--- src/adc_result_consts.svh ---
// named constants for the converter result and configuration block
`ifndef ADC_RESULT_CONSTS_SVH
`define ADC_RESULT_CONSTS_SVH

// word indices on the register bus
`define ADDR_W 3
`define OFF_CONTROL_TWO 3'h0
`define OFF_RESULT_HIGH 3'h1
`define OFF_RESULT_LOW 3'h2
`define OFF_CONV_CONTROL 3'h3
`define OFF_IRQ_STATUS 3'h4
`define OFF_IRQ_CLEAR 3'h5
`define OFF_IRQ_ENABLE 3'h6

// converter_control_two layout
`define CTRL2_RESET 8'h00
`define CTRL2_WMASK 8'hf3
`define JUSTIFY_BIT 7
`define CLKSEL_MSB 6
`define CLKSEL_LSB 4
`define PREF_MSB 1
`define PREF_LSB 0

// conversion control layout
`define CONV_ENABLE_BIT 0
`define CONV_GO_BIT 1

// interrupt layout
`define IRQ_W 1
`define IRQ_DONE_BIT 0
`define IRQ_RESET 1'h0

// conversion clock select codes
`define CLKSEL_DIV2 3'h0
`define CLKSEL_DIV8 3'h1
`define CLKSEL_DIV32 3'h2
`define CLKSEL_RC 3'h3
`define CLKSEL_DIV4 3'h4
`define CLKSEL_DIV16 3'h5
`define CLKSEL_DIV64 3'h6
`define CLKSEL_RC_ALT 3'h7

// divider masks: ratio minus one
`define DIV_W 6
`define MASK_DIV2 6'h01
`define MASK_DIV4 6'h03
`define MASK_DIV8 6'h07
`define MASK_DIV16 6'h0f
`define MASK_DIV32 6'h1f
`define MASK_DIV64 6'h3f

// conversion length in conversion clock ticks
`define TICK_W 4
`define CONV_TICKS 4'hb
`define TICK_ZERO 4'h0
`define TICK_ONE 4'h1

`define RESULT_W 10
`define BYTE_W 8

`endif

--- src/adc_result_pkg.sv ---
// types shared by the converter result and configuration block
package adc_result_pkg;
  typedef enum logic [2:0] {
    st_idle = 3'b001,
    st_convert = 3'b010,
    st_finish = 3'b100
  } conv_state_t;
endpackage

--- src/conv_clock_divider.sv ---
// conversion clock enable: system clock divided, or the rc tick
`timescale 1ns/1ps
`default_nettype none
`include "adc_result_consts.svh"
module conv_clock_divider (
  input wire logic clock, // system clock
  input wire logic nrst, // async reset, active low
  input wire logic [2:0] clock_select, // conversion clock select field
  input wire logic rc_pulse, // one-cycle pulse per rc oscillator period
  output logic conv_tick // one-cycle conversion clock enable
);
  logic [`DIV_W-1:0] count_reg;
  logic [`DIV_W-1:0] div_mask;
  wire use_rc;
  wire div_hit;

  always_comb begin
    unique case (clock_select)
      `CLKSEL_DIV2: div_mask = `MASK_DIV2;
      `CLKSEL_DIV4: div_mask = `MASK_DIV4;
      `CLKSEL_DIV8: div_mask = `MASK_DIV8;
      `CLKSEL_DIV16: div_mask = `MASK_DIV16;
      `CLKSEL_DIV32: div_mask = `MASK_DIV32;
      `CLKSEL_DIV64: div_mask = `MASK_DIV64;
      default: div_mask = `MASK_DIV64;
    endcase
  end

  assign use_rc = (clock_select == `CLKSEL_RC) ||
                  (clock_select == `CLKSEL_RC_ALT);
  assign div_hit = ((count_reg & div_mask) == div_mask);

  always_ff @(posedge clock or negedge nrst) begin
    if (!nrst) begin
      count_reg <= '0;
      conv_tick <= 1'b0;
    end else begin
      count_reg <= count_reg + 1'b1;
      conv_tick <= use_rc ? rc_pulse : div_hit;
    end
  end
endmodule // conv_clock_divider
`default_nettype wire

--- src/result_formatter.sv ---
// places the 10-bit result into the high and low result bytes
`timescale 1ns/1ps
`default_nettype none
`include "adc_result_consts.svh"
module result_formatter (
  input wire logic [`RESULT_W-1:0] conversion_result, // finished result
  input wire logic result_justify_select, // 1 right, 0 left justified
  output logic [`BYTE_W-1:0] high_byte, // value for result_high_byte
  output logic [`BYTE_W-1:0] low_byte // value for result_low_byte
);
  // reserved bits are written as zero so software sees a clean value
  assign high_byte = result_justify_select ?
    {6'h00, conversion_result[9:8]} :
    conversion_result[9:2];
  assign low_byte = result_justify_select ?
    conversion_result[7:0] :
    {conversion_result[1:0], 6'h00};
endmodule // result_formatter
`default_nettype wire

--- src/adc_result_format_config.sv ---
// converter configuration, result registers and conversion sequencing
//
// The implementer's own choices: the Avalon-MM interface to the registers and the register offsets.
`timescale 1ns/1ps
`default_nettype none
`include "adc_result_consts.svh"
module adc_result_format_config (
  input wire logic clock, // 50 MHz system clock
  input wire logic nrst, // async reset, active low
  input wire logic [`ADDR_W-1:0] address, // avalon word address
  input wire logic read, // avalon read request
  input wire logic write, // avalon write request
  input wire logic [3:0] byteenable, // avalon byte enables
  input wire logic [31:0] writedata, // avalon write data
  output logic [31:0] readdata, // avalon read data
  output logic waitrequest, // avalon wait, high until answered
  input wire logic [`RESULT_W-1:0] conversion_sample, // front-end value
  input wire logic rc_osc_pin, // dedicated rc oscillator, async
  output logic irq, // level interrupt
  output logic [1:0] positive_reference_select, // reference choice
  output logic converter_enable, // converter powered
  output logic conversion_active // conversion in progress
);
  adc_result_pkg::conv_state_t state_reg;
  adc_result_pkg::conv_state_t state_next;
  logic [`BYTE_W-1:0] control_two_reg;
  logic [`BYTE_W-1:0] result_high_byte_reg;
  logic [`BYTE_W-1:0] result_low_byte_reg;
  logic [`TICK_W-1:0] tick_count_reg;
  logic [`TICK_W-1:0] tick_count_next;
  logic [`IRQ_W-1:0] irq_status_reg;
  logic [`IRQ_W-1:0] irq_enable_reg;
  logic enable_reg;
  logic rc_sync1_reg;
  logic rc_sync2_reg;
  logic rc_prev_reg;
  logic [31:0] read_mux;
  logic [`BYTE_W-1:0] fmt_high;
  logic [`BYTE_W-1:0] fmt_low;
  wire conv_tick;
  wire rc_pulse;
  wire bus_req;
  wire bus_take;
  wire wr_take;
  wire lane0;
  wire sel_ctrl2;
  wire sel_high;
  wire sel_low;
  wire sel_conv;
  wire sel_clear;
  wire sel_enable;
  wire wr_ctrl2;
  wire wr_high;
  wire wr_low;
  wire wr_conv;
  wire wr_clear;
  wire wr_enable;
  wire go_written;
  wire en_written;
  wire start_req;
  wire abort_req;
  wire busy;
  wire finishing;
  wire last_tick;
  wire [`IRQ_W-1:0] irq_set;
  wire [`IRQ_W-1:0] irq_clr;
  wire [`BYTE_W-1:0] conv_read;

  // bus decode
  assign bus_req = read || write;
  assign bus_take = bus_req && !waitrequest;
  assign wr_take = write && !waitrequest;
  assign lane0 = byteenable[0];
  assign sel_ctrl2 = (address == `OFF_CONTROL_TWO);
  assign sel_high = (address == `OFF_RESULT_HIGH);
  assign sel_low = (address == `OFF_RESULT_LOW);
  assign sel_conv = (address == `OFF_CONV_CONTROL);
  assign sel_clear = (address == `OFF_IRQ_CLEAR);
  assign sel_enable = (address == `OFF_IRQ_ENABLE);
  assign wr_ctrl2 = wr_take && lane0 && sel_ctrl2;
  assign wr_high = wr_take && lane0 && sel_high;
  assign wr_low = wr_take && lane0 && sel_low;
  assign wr_conv = wr_take && lane0 && sel_conv;
  assign wr_clear = wr_take && lane0 && sel_clear;
  assign wr_enable = wr_take && lane0 && sel_enable;

  // conversion control decode
  assign go_written = writedata[`CONV_GO_BIT];
  assign en_written = writedata[`CONV_ENABLE_BIT];
  assign busy = (state_reg != adc_result_pkg::st_idle);
  assign start_req = wr_conv && go_written && en_written && !busy;
  // clearing go or powering down mid-conversion throws the result away
  assign abort_req = wr_conv && busy && (!go_written || !en_written);
  assign last_tick = conv_tick &&
                     (tick_count_reg == (`CONV_TICKS - `TICK_ONE));
  assign finishing = (state_reg == adc_result_pkg::st_finish);
  assign conv_read = {6'h00, busy, enable_reg};

  // interrupt set and clear; set wins when both land together
  assign irq_set = {`IRQ_W{finishing}};
  assign irq_clr = wr_clear ? writedata[`IRQ_W-1:0] : `IRQ_RESET;

  // rc oscillator arrives from outside: two flops, then edge detect
  assign rc_pulse = rc_sync2_reg && !rc_prev_reg;

  always_ff @(posedge clock or negedge nrst) begin
    if (!nrst) begin
      rc_sync1_reg <= 1'b0;
      rc_sync2_reg <= 1'b0;
      rc_prev_reg <= 1'b0;
    end else begin
      rc_sync1_reg <= rc_osc_pin;
      rc_sync2_reg <= rc_sync1_reg;
      rc_prev_reg <= rc_sync2_reg;
    end
  end

  conv_clock_divider u_divider (
    .clock(clock),
    .nrst(nrst),
    .clock_select(control_two_reg[`CLKSEL_MSB:`CLKSEL_LSB]),
    .rc_pulse(rc_pulse),
    .conv_tick(conv_tick)
  );

  result_formatter u_formatter (
    .conversion_result(conversion_sample),
    .result_justify_select(control_two_reg[`JUSTIFY_BIT]),
    .high_byte(fmt_high),
    .low_byte(fmt_low)
  );

  // sequencer
  always_comb begin
    state_next = state_reg;
    tick_count_next = tick_count_reg;
    unique case (state_reg)
      adc_result_pkg::st_idle: begin
        if (start_req) begin
          state_next = adc_result_pkg::st_convert;
          tick_count_next = `TICK_ZERO;
        end
      end
      adc_result_pkg::st_convert: begin
        if (abort_req) begin
          state_next = adc_result_pkg::st_idle;
        end else if (last_tick) begin
          state_next = adc_result_pkg::st_finish;
        end else if (conv_tick) begin
          tick_count_next = tick_count_reg + `TICK_ONE;
        end
      end
      adc_result_pkg::st_finish: begin
        state_next = adc_result_pkg::st_idle;
      end
    endcase
  end

  always_ff @(posedge clock or negedge nrst) begin
    if (!nrst) begin
      state_reg <= adc_result_pkg::st_idle;
      tick_count_reg <= `TICK_ZERO;
    end else begin
      state_reg <= state_next;
      tick_count_reg <= tick_count_next;
    end
  end

  // configuration registers
  always_ff @(posedge clock or negedge nrst) begin
    if (!nrst) begin
      control_two_reg <= `CTRL2_RESET;
      enable_reg <= 1'b0;
      irq_enable_reg <= `IRQ_RESET;
    end else begin
      if (wr_ctrl2) begin
        control_two_reg <= writedata[`BYTE_W-1:0] & `CTRL2_WMASK;
      end
      if (wr_conv) begin
        enable_reg <= en_written;
      end
      if (wr_enable) begin
        irq_enable_reg <= writedata[`IRQ_W-1:0];
      end
    end
  end

  always_ff @(posedge clock or negedge nrst) begin
    if (!nrst) begin
      irq_status_reg <= `IRQ_RESET;
    end else begin
      irq_status_reg <= (irq_status_reg & ~irq_clr) | irq_set;
    end
  end

  // result bytes carry no reset: they survive every reset untouched
  always_ff @(posedge clock) begin
    if (finishing) begin
      result_high_byte_reg <= fmt_high;
      result_low_byte_reg <= fmt_low;
    end else begin
      if (wr_high) begin
        result_high_byte_reg <= writedata[`BYTE_W-1:0];
      end
      if (wr_low) begin
        result_low_byte_reg <= writedata[`BYTE_W-1:0];
      end
    end
  end

  // read selection; unmapped and write-only words read as zero
  always_comb begin
    read_mux = 32'h0000_0000;
    unique case (address)
      `OFF_CONTROL_TWO: read_mux[`BYTE_W-1:0] = control_two_reg;
      `OFF_RESULT_HIGH: read_mux[`BYTE_W-1:0] = result_high_byte_reg;
      `OFF_RESULT_LOW: read_mux[`BYTE_W-1:0] = result_low_byte_reg;
      `OFF_CONV_CONTROL: read_mux[`BYTE_W-1:0] = conv_read;
      `OFF_IRQ_STATUS: read_mux[`IRQ_W-1:0] = irq_status_reg;
      `OFF_IRQ_ENABLE: read_mux[`IRQ_W-1:0] = irq_enable_reg;
      default: read_mux = 32'h0000_0000;
    endcase
  end

  // one wait cycle per access: data is latched as waitrequest drops
  always_ff @(posedge clock or negedge nrst) begin
    if (!nrst) begin
      waitrequest <= 1'b1;
      readdata <= 32'h0000_0000;
    end else begin
      waitrequest <= !(bus_req && waitrequest);
      if (read && waitrequest) begin
        readdata <= read_mux;
      end
    end
  end

  // outputs straight from flops
  always_ff @(posedge clock or negedge nrst) begin
    if (!nrst) begin
      irq <= 1'b0;
      positive_reference_select <= 2'h0;
      converter_enable <= 1'b0;
      conversion_active <= 1'b0;
    end else begin
      irq <= |(irq_status_reg & irq_enable_reg);
      positive_reference_select <=
        control_two_reg[`PREF_MSB:`PREF_LSB];
      converter_enable <= enable_reg;
      conversion_active <= (state_next != adc_result_pkg::st_idle);
    end
  end
endmodule // adc_result_format_config
`default_nettype wire

--- config.mk ---
export PLATFORM = sky130hd
export DESIGN_NAME = adc_result_format_config
export DESIGN_NICKNAME = d
export VERILOG_FILES = /design/src/adc_result_pkg.sv /design/src/conv_clock_divider.sv /design/src/result_formatter.sv /design/src/adc_result_format_config.sv
export VERILOG_INCLUDE_DIRS = /design/src
export SDC_FILE = /design/constraint.sdc
export NUM_CORES = 1
export LEC_CHECK = 0
export BUFFER_PORTS_ARGS = -buffer_cell sky130_fd_sc_hd__buf_2
export CAP_MARGIN = 20
export CORE_ASPECT_RATIO = 0.8
export CORE_MARGIN = 3
export CORE_UTILIZATION = 45
export CTS_BUF_LIST = sky130_fd_sc_hd__clkbuf_2
export DETAILED_ROUTE_END_ITERATION = 7
export GPL_TIMING_DRIVEN = 0
export PLACE_DENSITY_LB_ADDON = 0.1
export RECOVER_POWER = 25
export SLEW_MARGIN = 20
export SYNTH_ARGS = -nofsm -noshare
export SYNTH_HDL_FRONTEND = slang
export SYNTH_SLANG_ARGS = --single-unit
--- constraint.sdc ---
create_clock -name clock -period 1.7 [get_ports clock]
set_input_delay 0.17 -clock clock [delete_from_list [all_inputs] [get_ports clock]]
set_output_delay 0.17 -clock clock [all_outputs]
set_load 0.005 [all_outputs]
### Yosys cells after proc, flatten, opt, wreduce, memory -nomap -nowiden

Index checks and enable logic that the tools add are counted.

* flip-flop bits (word level): 56
* output and inout port bits: 38

* add/sub/neg operators: 2
* eq/ne operators: 23
* mux-type cells: 20
* bitwise gates (word level): 5
* reduce and logical (&&, ||, !) cells: 32

Operator list (number)
* 2-to-1 mux 8 bit: 6
* case mux 6 bit (5 select lines): 1
* case mux 7 bit (4 select lines): 1
* equality test 3 bit (second input constant): 7
* logical AND 1 bit: 17
* 2-to-1 mux 4 bit: 4
* equality test 3 x 2 -> 1 bit (second input constant): 5
* equality test 3 x 1 -> 1 bit (second input constant): 3
* 2-to-1 mux 3 bit: 3
* case mux 3 bit (3 select lines): 1
* case mux 4 bit (2 select lines): 1
* adder 6 x 1 -> 6 bit (second input constant): 1
* AND 6 bit: 1
* equality test 6 bit: 1
* zero test 1 bit: 6
* zero test 3 bit: 2
* != test 2 bit (second input constant): 3
* != test 3 x 1 -> 1 bit (second input constant): 2
* case mux 1 bit (6 select lines): 1
* nonzero test 2 bit: 3
* AND reduction 5 bit: 1
* adder 4 x 1 -> 4 bit (second input constant): 1
* equality test 4 bit (second input constant): 1
* logical OR 1 bit: 3
* other kinds (5): 7

### Depth between registers and ports, before layout

* depth in word-level cells: 10
* depth in mapped cells: 6
* mapped depth without buffers: 6

### Modules after synthesis

Synthesis repeated with hierarchy kept, for this count alone.

* cell total of the unflattened synthesis: 266
* area, all modules: 2837.7 µm²

By module, submodules not included
* adc_result_format_config: instances 1, cells an instance 222, area each 2382.3 µm²
* conv_clock_divider: instances 1, cells an instance 26, area each 297.8 µm²
* result_formatter: instances 1, cells an instance 18, area each 157.7 µm²

### Worst setup path before layout

Ideal clock, no wire load.

* path kind: reg-to-reg
* from: register state_reg[0]
* to: register result_low_byte_reg[0], enable pin
* library setup time: 0.357 ns
* arrival: 1.330 ns
* required time: 1.343 ns
* slack: 0.013 ns
* cell stages (with the launch flop): 5
* buffers on the path: 1
* period minus slack after synthesis: 1.687 ns
* path through: dfstp_2 > nor2_1 > nand2_1 > clkbuf_1 > o21ai_0

* word-level cells in the longest chain between the ends: 2

RTL lines
* start, declared: RTL line adc_result_format_config.sv:24 `adc_result_pkg::conv_state_t state_reg;`
* start signal, assigned: RTL line adc_result_format_config.sv:161 `state_reg <= adc_result_pkg::st_idle;`
* start signal, assigned: RTL line adc_result_format_config.sv:164 `state_reg <= state_next;`
* equality test 3 bit: RTL line adc_result_format_config.sv:96 `assign finishing = (state_reg == adc_result_pkg::st_finish);`
* nonzero test 2 bit (no line)
* end signal, assigned: RTL line adc_result_format_config.sv:200 `result_low_byte_reg <= fmt_low;`
* end signal, assigned: RTL line adc_result_format_config.sv:206 `` result_low_byte_reg <= writedata[`BYTE_W-1:0]; ``
* end, declared: RTL line adc_result_format_config.sv:28 `` logic [`BYTE_W-1:0] result_low_byte_reg; ``

Every way passes these cells.
A chain may end at the register's enable or synchronous reset.

### Worst setup path in the final report

* from: register waitrequest
* to: register control_two_reg[5]

* word-level cells in the longest chain between the ends: 4

RTL lines
* start, declared: RTL line adc_result_format_config.sv:16 `output logic waitrequest,`
* start signal, assigned: RTL line adc_result_format_config.sv:231 `waitrequest <= !(bus_req && waitrequest);`
* zero test 1 bit: RTL line adc_result_format_config.sv:72 `assign wr_take = write && !waitrequest;`
* logical AND 1 bit: RTL line adc_result_format_config.sv:72
* logical AND 1 bit (2 in series): RTL line adc_result_format_config.sv:80 `assign wr_ctrl2 = wr_take && lane0 && sel_ctrl2;`
* end signal, assigned: RTL line adc_result_format_config.sv:172 `` control_two_reg <= `CTRL2_RESET; ``
* end signal, assigned: RTL line adc_result_format_config.sv:177 `` control_two_reg <= writedata[`BYTE_W-1:0] & `CTRL2_WMASK; ``
* end, declared: RTL line adc_result_format_config.sv:26 `` logic [`BYTE_W-1:0] control_two_reg; ``

Every way passes these cells.

==> metrics.md <==
| Metric | Value |
|---|---|
| Top FF cell, synth | dfrtp_1 |
| Max-cap violations | 0 |
| # setup viols final | 0 |
| Layout area overhead | 19.8% |
| TritonCTS Buffers | 5 |
| Initial antenna violation count | 0 |
| Reg-to-reg critical path endpoint | control_two_reg[5]$_DFFE_PN0P_ |
| R2R Setup Slk | 0.08 ns |
| # diodes | 0 |
| Compound-cell area share of the yosys netlist | 14.5% |
| DR WL/cell | 14.2 um |
| Fin crit period | 1.62 ns |
| Gate Count Post-Synth | 247 |
| Sequential power share | 62.5% |
| Core area | 5710 um^2 |
| Root buf cell | clkbuf_2 |
| Largest net degree at the start of global routing | 41 |
| Synth unique cells | 47 |
| Final hold vios | 0 |
| TritonCTS clock tree | done |
| Synth cell count leaders | dfrtp_1 (38), buf_4 (24), nand2_1 (24) |
| Worst slew pin tran | 1.01 ns |
| Hold path endpoint | result_high_byte_reg[5]$_DFFE_PP_ |
| Crit-path cells | nand4bb_4 > or3_1 > buf_2 > mux2_1 |
| Post-synth EDFFs | 16 |
| P_sw | 661 uW |
| Starting Density | 48.9% |
| Peak supply drop | 0.435 mV |
| Worst slack, placed | -0.367 ns |
| Highest Clock Rate | 615 MHz |
| Final wirelength | 5750 um |
| Top Ports | 92 |
| WHS Path Cells | 2 |
| DRC viols | 0 |
| Slowest cell on crit path | dfstp_2 |
| Mapped cell area | 2790 um^2 |
| Share of flip-flops with an asynchronous set or reset | 71.4% |
| Layout Skew | 0.0174 ns |
| Worst EP arrival | 1.98 ns |
| Sw frac | 26.7% |
| Post-detailed-route count of antenna-violating nets | 0 |
| Internal | 1820 uW |
| Drt pass-1 iters | 5 |
| Sink Count | 56 |
| Final setup margin | 0.0751 ns |
| Synth Warn # | 0 |
| Unrepaired setup endpoints after global routing | false |
| Clock tree buffer depth | 2 |
| Largest family of logic cells by synthesized area | compound AO/OA/AOI/OAI gates |
| RD Place Congestion | 0.863 |
| CP Class | reg -> reg |
| Die W | 94.0 um |
| Cell accounting for the most synthesized area | dfrtp_1 |
| Req. time, crit path | 2.05 ns |
| First-pass GRT wire length | 9360 um |
| Leakage | 0.00156 uW |
| Slew margin rel. | 32.4% |
| Vias in the first global route | 1879 |
| R2r worst-path depth | 4 |
| Clock power frac | 20.4% |
| Ranking of synthesized cells by area | dfrtp_1 (34%), edfxtp_1 (17%), buf_4 (6.5%) |
| Status | complete, no violations |
| Dpl hpwl | 4250 um |
| Critical Path End Type | flip-flop |
| Top-count cell post-synth | dfrtp_1 |
| Placed Cells | 387 |
| HP Start | conversion_sample[7] |
| Max Fanout on Critical Path | 6 |
| Synth top area share | 34.1% |
| Tot GR Track Use | 16.4% |
| Row cnt | 24 |
| Reg-to-Reg Start | waitrequest$_DFF_PN1_ |
| Final period util | 95.6% |
| Die height | 76.4 um |
| DRT iter0 DRCs | 103 |
| Clock transition at path regs | 0.26 ns |
| Layout Cells excl Fill | 405 |
| Worst skew pair latency | 0.43 ns |
| Port Buf Inserts | 39 |
| Vias per cell | 4.92 |
| Mux contribution to synthesized area | 7.54% |
| Via count | 1994 |
| Layout cells sized above 1 | 27.8% |
| Post-Synth Simple-Gate Area | 13.0% |
| Seq/Total Area, Yosys | 53.2% |
| Setup crit start kind | flip-flop |
| Logic pwr share | 17.0% |
| Max Slew Vio Count | 0 |
| Die Footprint | 7180 um^2 |
| Adder-cell share of the synthesized area | 1.35% |
| Mean Syn Cell Area | 11.3 um^2 |
| Delay of the slowest critical-path stage | 0.45 ns |
| Worst hold path type | in -> reg |
| Synth Register Bits | 56 |
| Cell Pwr Density | 742 nW/um^2 |
| NumNets Final | 383 |
| H-tree Lvls | 2 |
| Synth Area in XOR/XNOR | 1.26% |
| Overflow left after global routing | 0 |
## logic make-up (layout without fill, tap and decap cells)
kind of cell | Yosys count | count (layout)
compound gates | 57 | 57
fa+ha+maj | 3 | 3
other cells | 1 | 24
simple gates | 66 | 66
flops | 56 | 56
mux | 20 | 20
buf+inv | 40 | 97
xor+xnor | 4 | 4
## critical path, delay by kind of cell (launching register included)
family | cells | cell delay (ns)
DFF | 1 | 0.45
and+or+nand+nor | 2 | 0.59
muxes | 1 | 0.33
buffers and inverters | 1 | 0.19
## through the flow
| stage | power (uW) | setup TNS, ns | utilization [%] | hold slack [ns] | cell area, um^2 |
|---|---|---|---|---|---|
| after floorplan | 1810 | 0 | - | -0.126 | 2870 |
| after global placement | 1970 | -5.35 | 55.5 | 0.281 | 3170 |
| after detailed placement | 1980 | -4.61 | 55.5 | 0.280 | 3170 |
| after CTS | 2480 | 0 | 58.1 | 0.0274 | 3320 |
| after global routing | 2610 | 0 | 58.5 | 0.00352 | 3340 |
| final | 2480 | 0 | 58.5 | 0.0460 | 3340 |
## per-layer routing
metal  global-route usage [%]  routed length, um  vias up  part of all wire, %
met3                     4.64                345        5                  6.0
met5                        0                  0        -                    0
met2                     23.1               2380       60                   41
met4                     3.17                 42        0                 0.73
met1                     25.3               2980      934                   52
li1                         -                  -      995                    -
## area by class of cell
cell class | count | area, um^2
Fill cell | 500 | 2370
Sequential cell | 56 | 1490
Multi-Input combinational cell | 174 | 1160
Timing Repair Buffer | 50 | 303
Buffer | 32 | 225
Tap cell | 78 | 97.6
Clock buffer | 7 | 35.0
Inverter | 7 | 26.3
Clock inverter | 1 | 3.75
## worst max-delay path by stage
stage | from | end | slack (ns)
finish | waitrequest$_DFF_PN1_ | control_two_reg[5]$_DFFE_PN0P_ | 0.08
global route | tick_count_reg[0]$_DFFE_PN0P_ | tick_count_reg[1]$_DFFE_PN0P_ | 0.009
CTS | waitrequest$_DFF_PN1_ | tick_count_reg[1]$_DFFE_PN0P_ | 0.02
detailed placement | state_reg[2]$_DFF_PN0_ | result_low_byte_reg[3]$_DFFE_PP_ | -0.37
global placement | state_reg[0]$_DFF_PN1_ | result_low_byte_reg[2]$_DFFE_PP_ | -0.45
floorplan | state_reg[0]$_DFF_PN1_ | result_low_byte_reg[0]$_DFFE_PP_ | 0.01
## layout by cell type, fill, tap and decap left out, types with 3 or more instances in the layout
cell type,count
ha_1,3
conb_1,24
inv_1,7
and3_1,3
buf_4,25
clkbuf_2,8
nand4b_1,3
a21oi_1,4
nand2_1,22
mux2i_1,12
mux2_1,6
clkbuf_1,3
dlygate4sd3_1,10
nand3_1,6
nor2_1,11
dfrtp_1,37
a22o_1,17
o21ai_0,19
nand2b_1,4
edfxtp_1,16
buf_2,41
nor2b_1,3
## power by group through the flow
stage                     logic [uW]  clock network [uW]  registers, uW
final                            422                 507           1550
after global routing             474                 569           1570
after CTS                        419                 511           1550
after detailed placement         399                   0           1580
after global placement           394                   0           1580
after floorplan                  243                   0           1570
## what timing repair did
item	CTS	global route
gates cloned	0	0
setup buffers	0	1
resized for setup	7	4
hold buffers	9	1
endpoints found under the setup margin	29	22
endpoints found under the hold margin	45	1
pin swaps	0	2
Power figures use the tool's default switching activity.
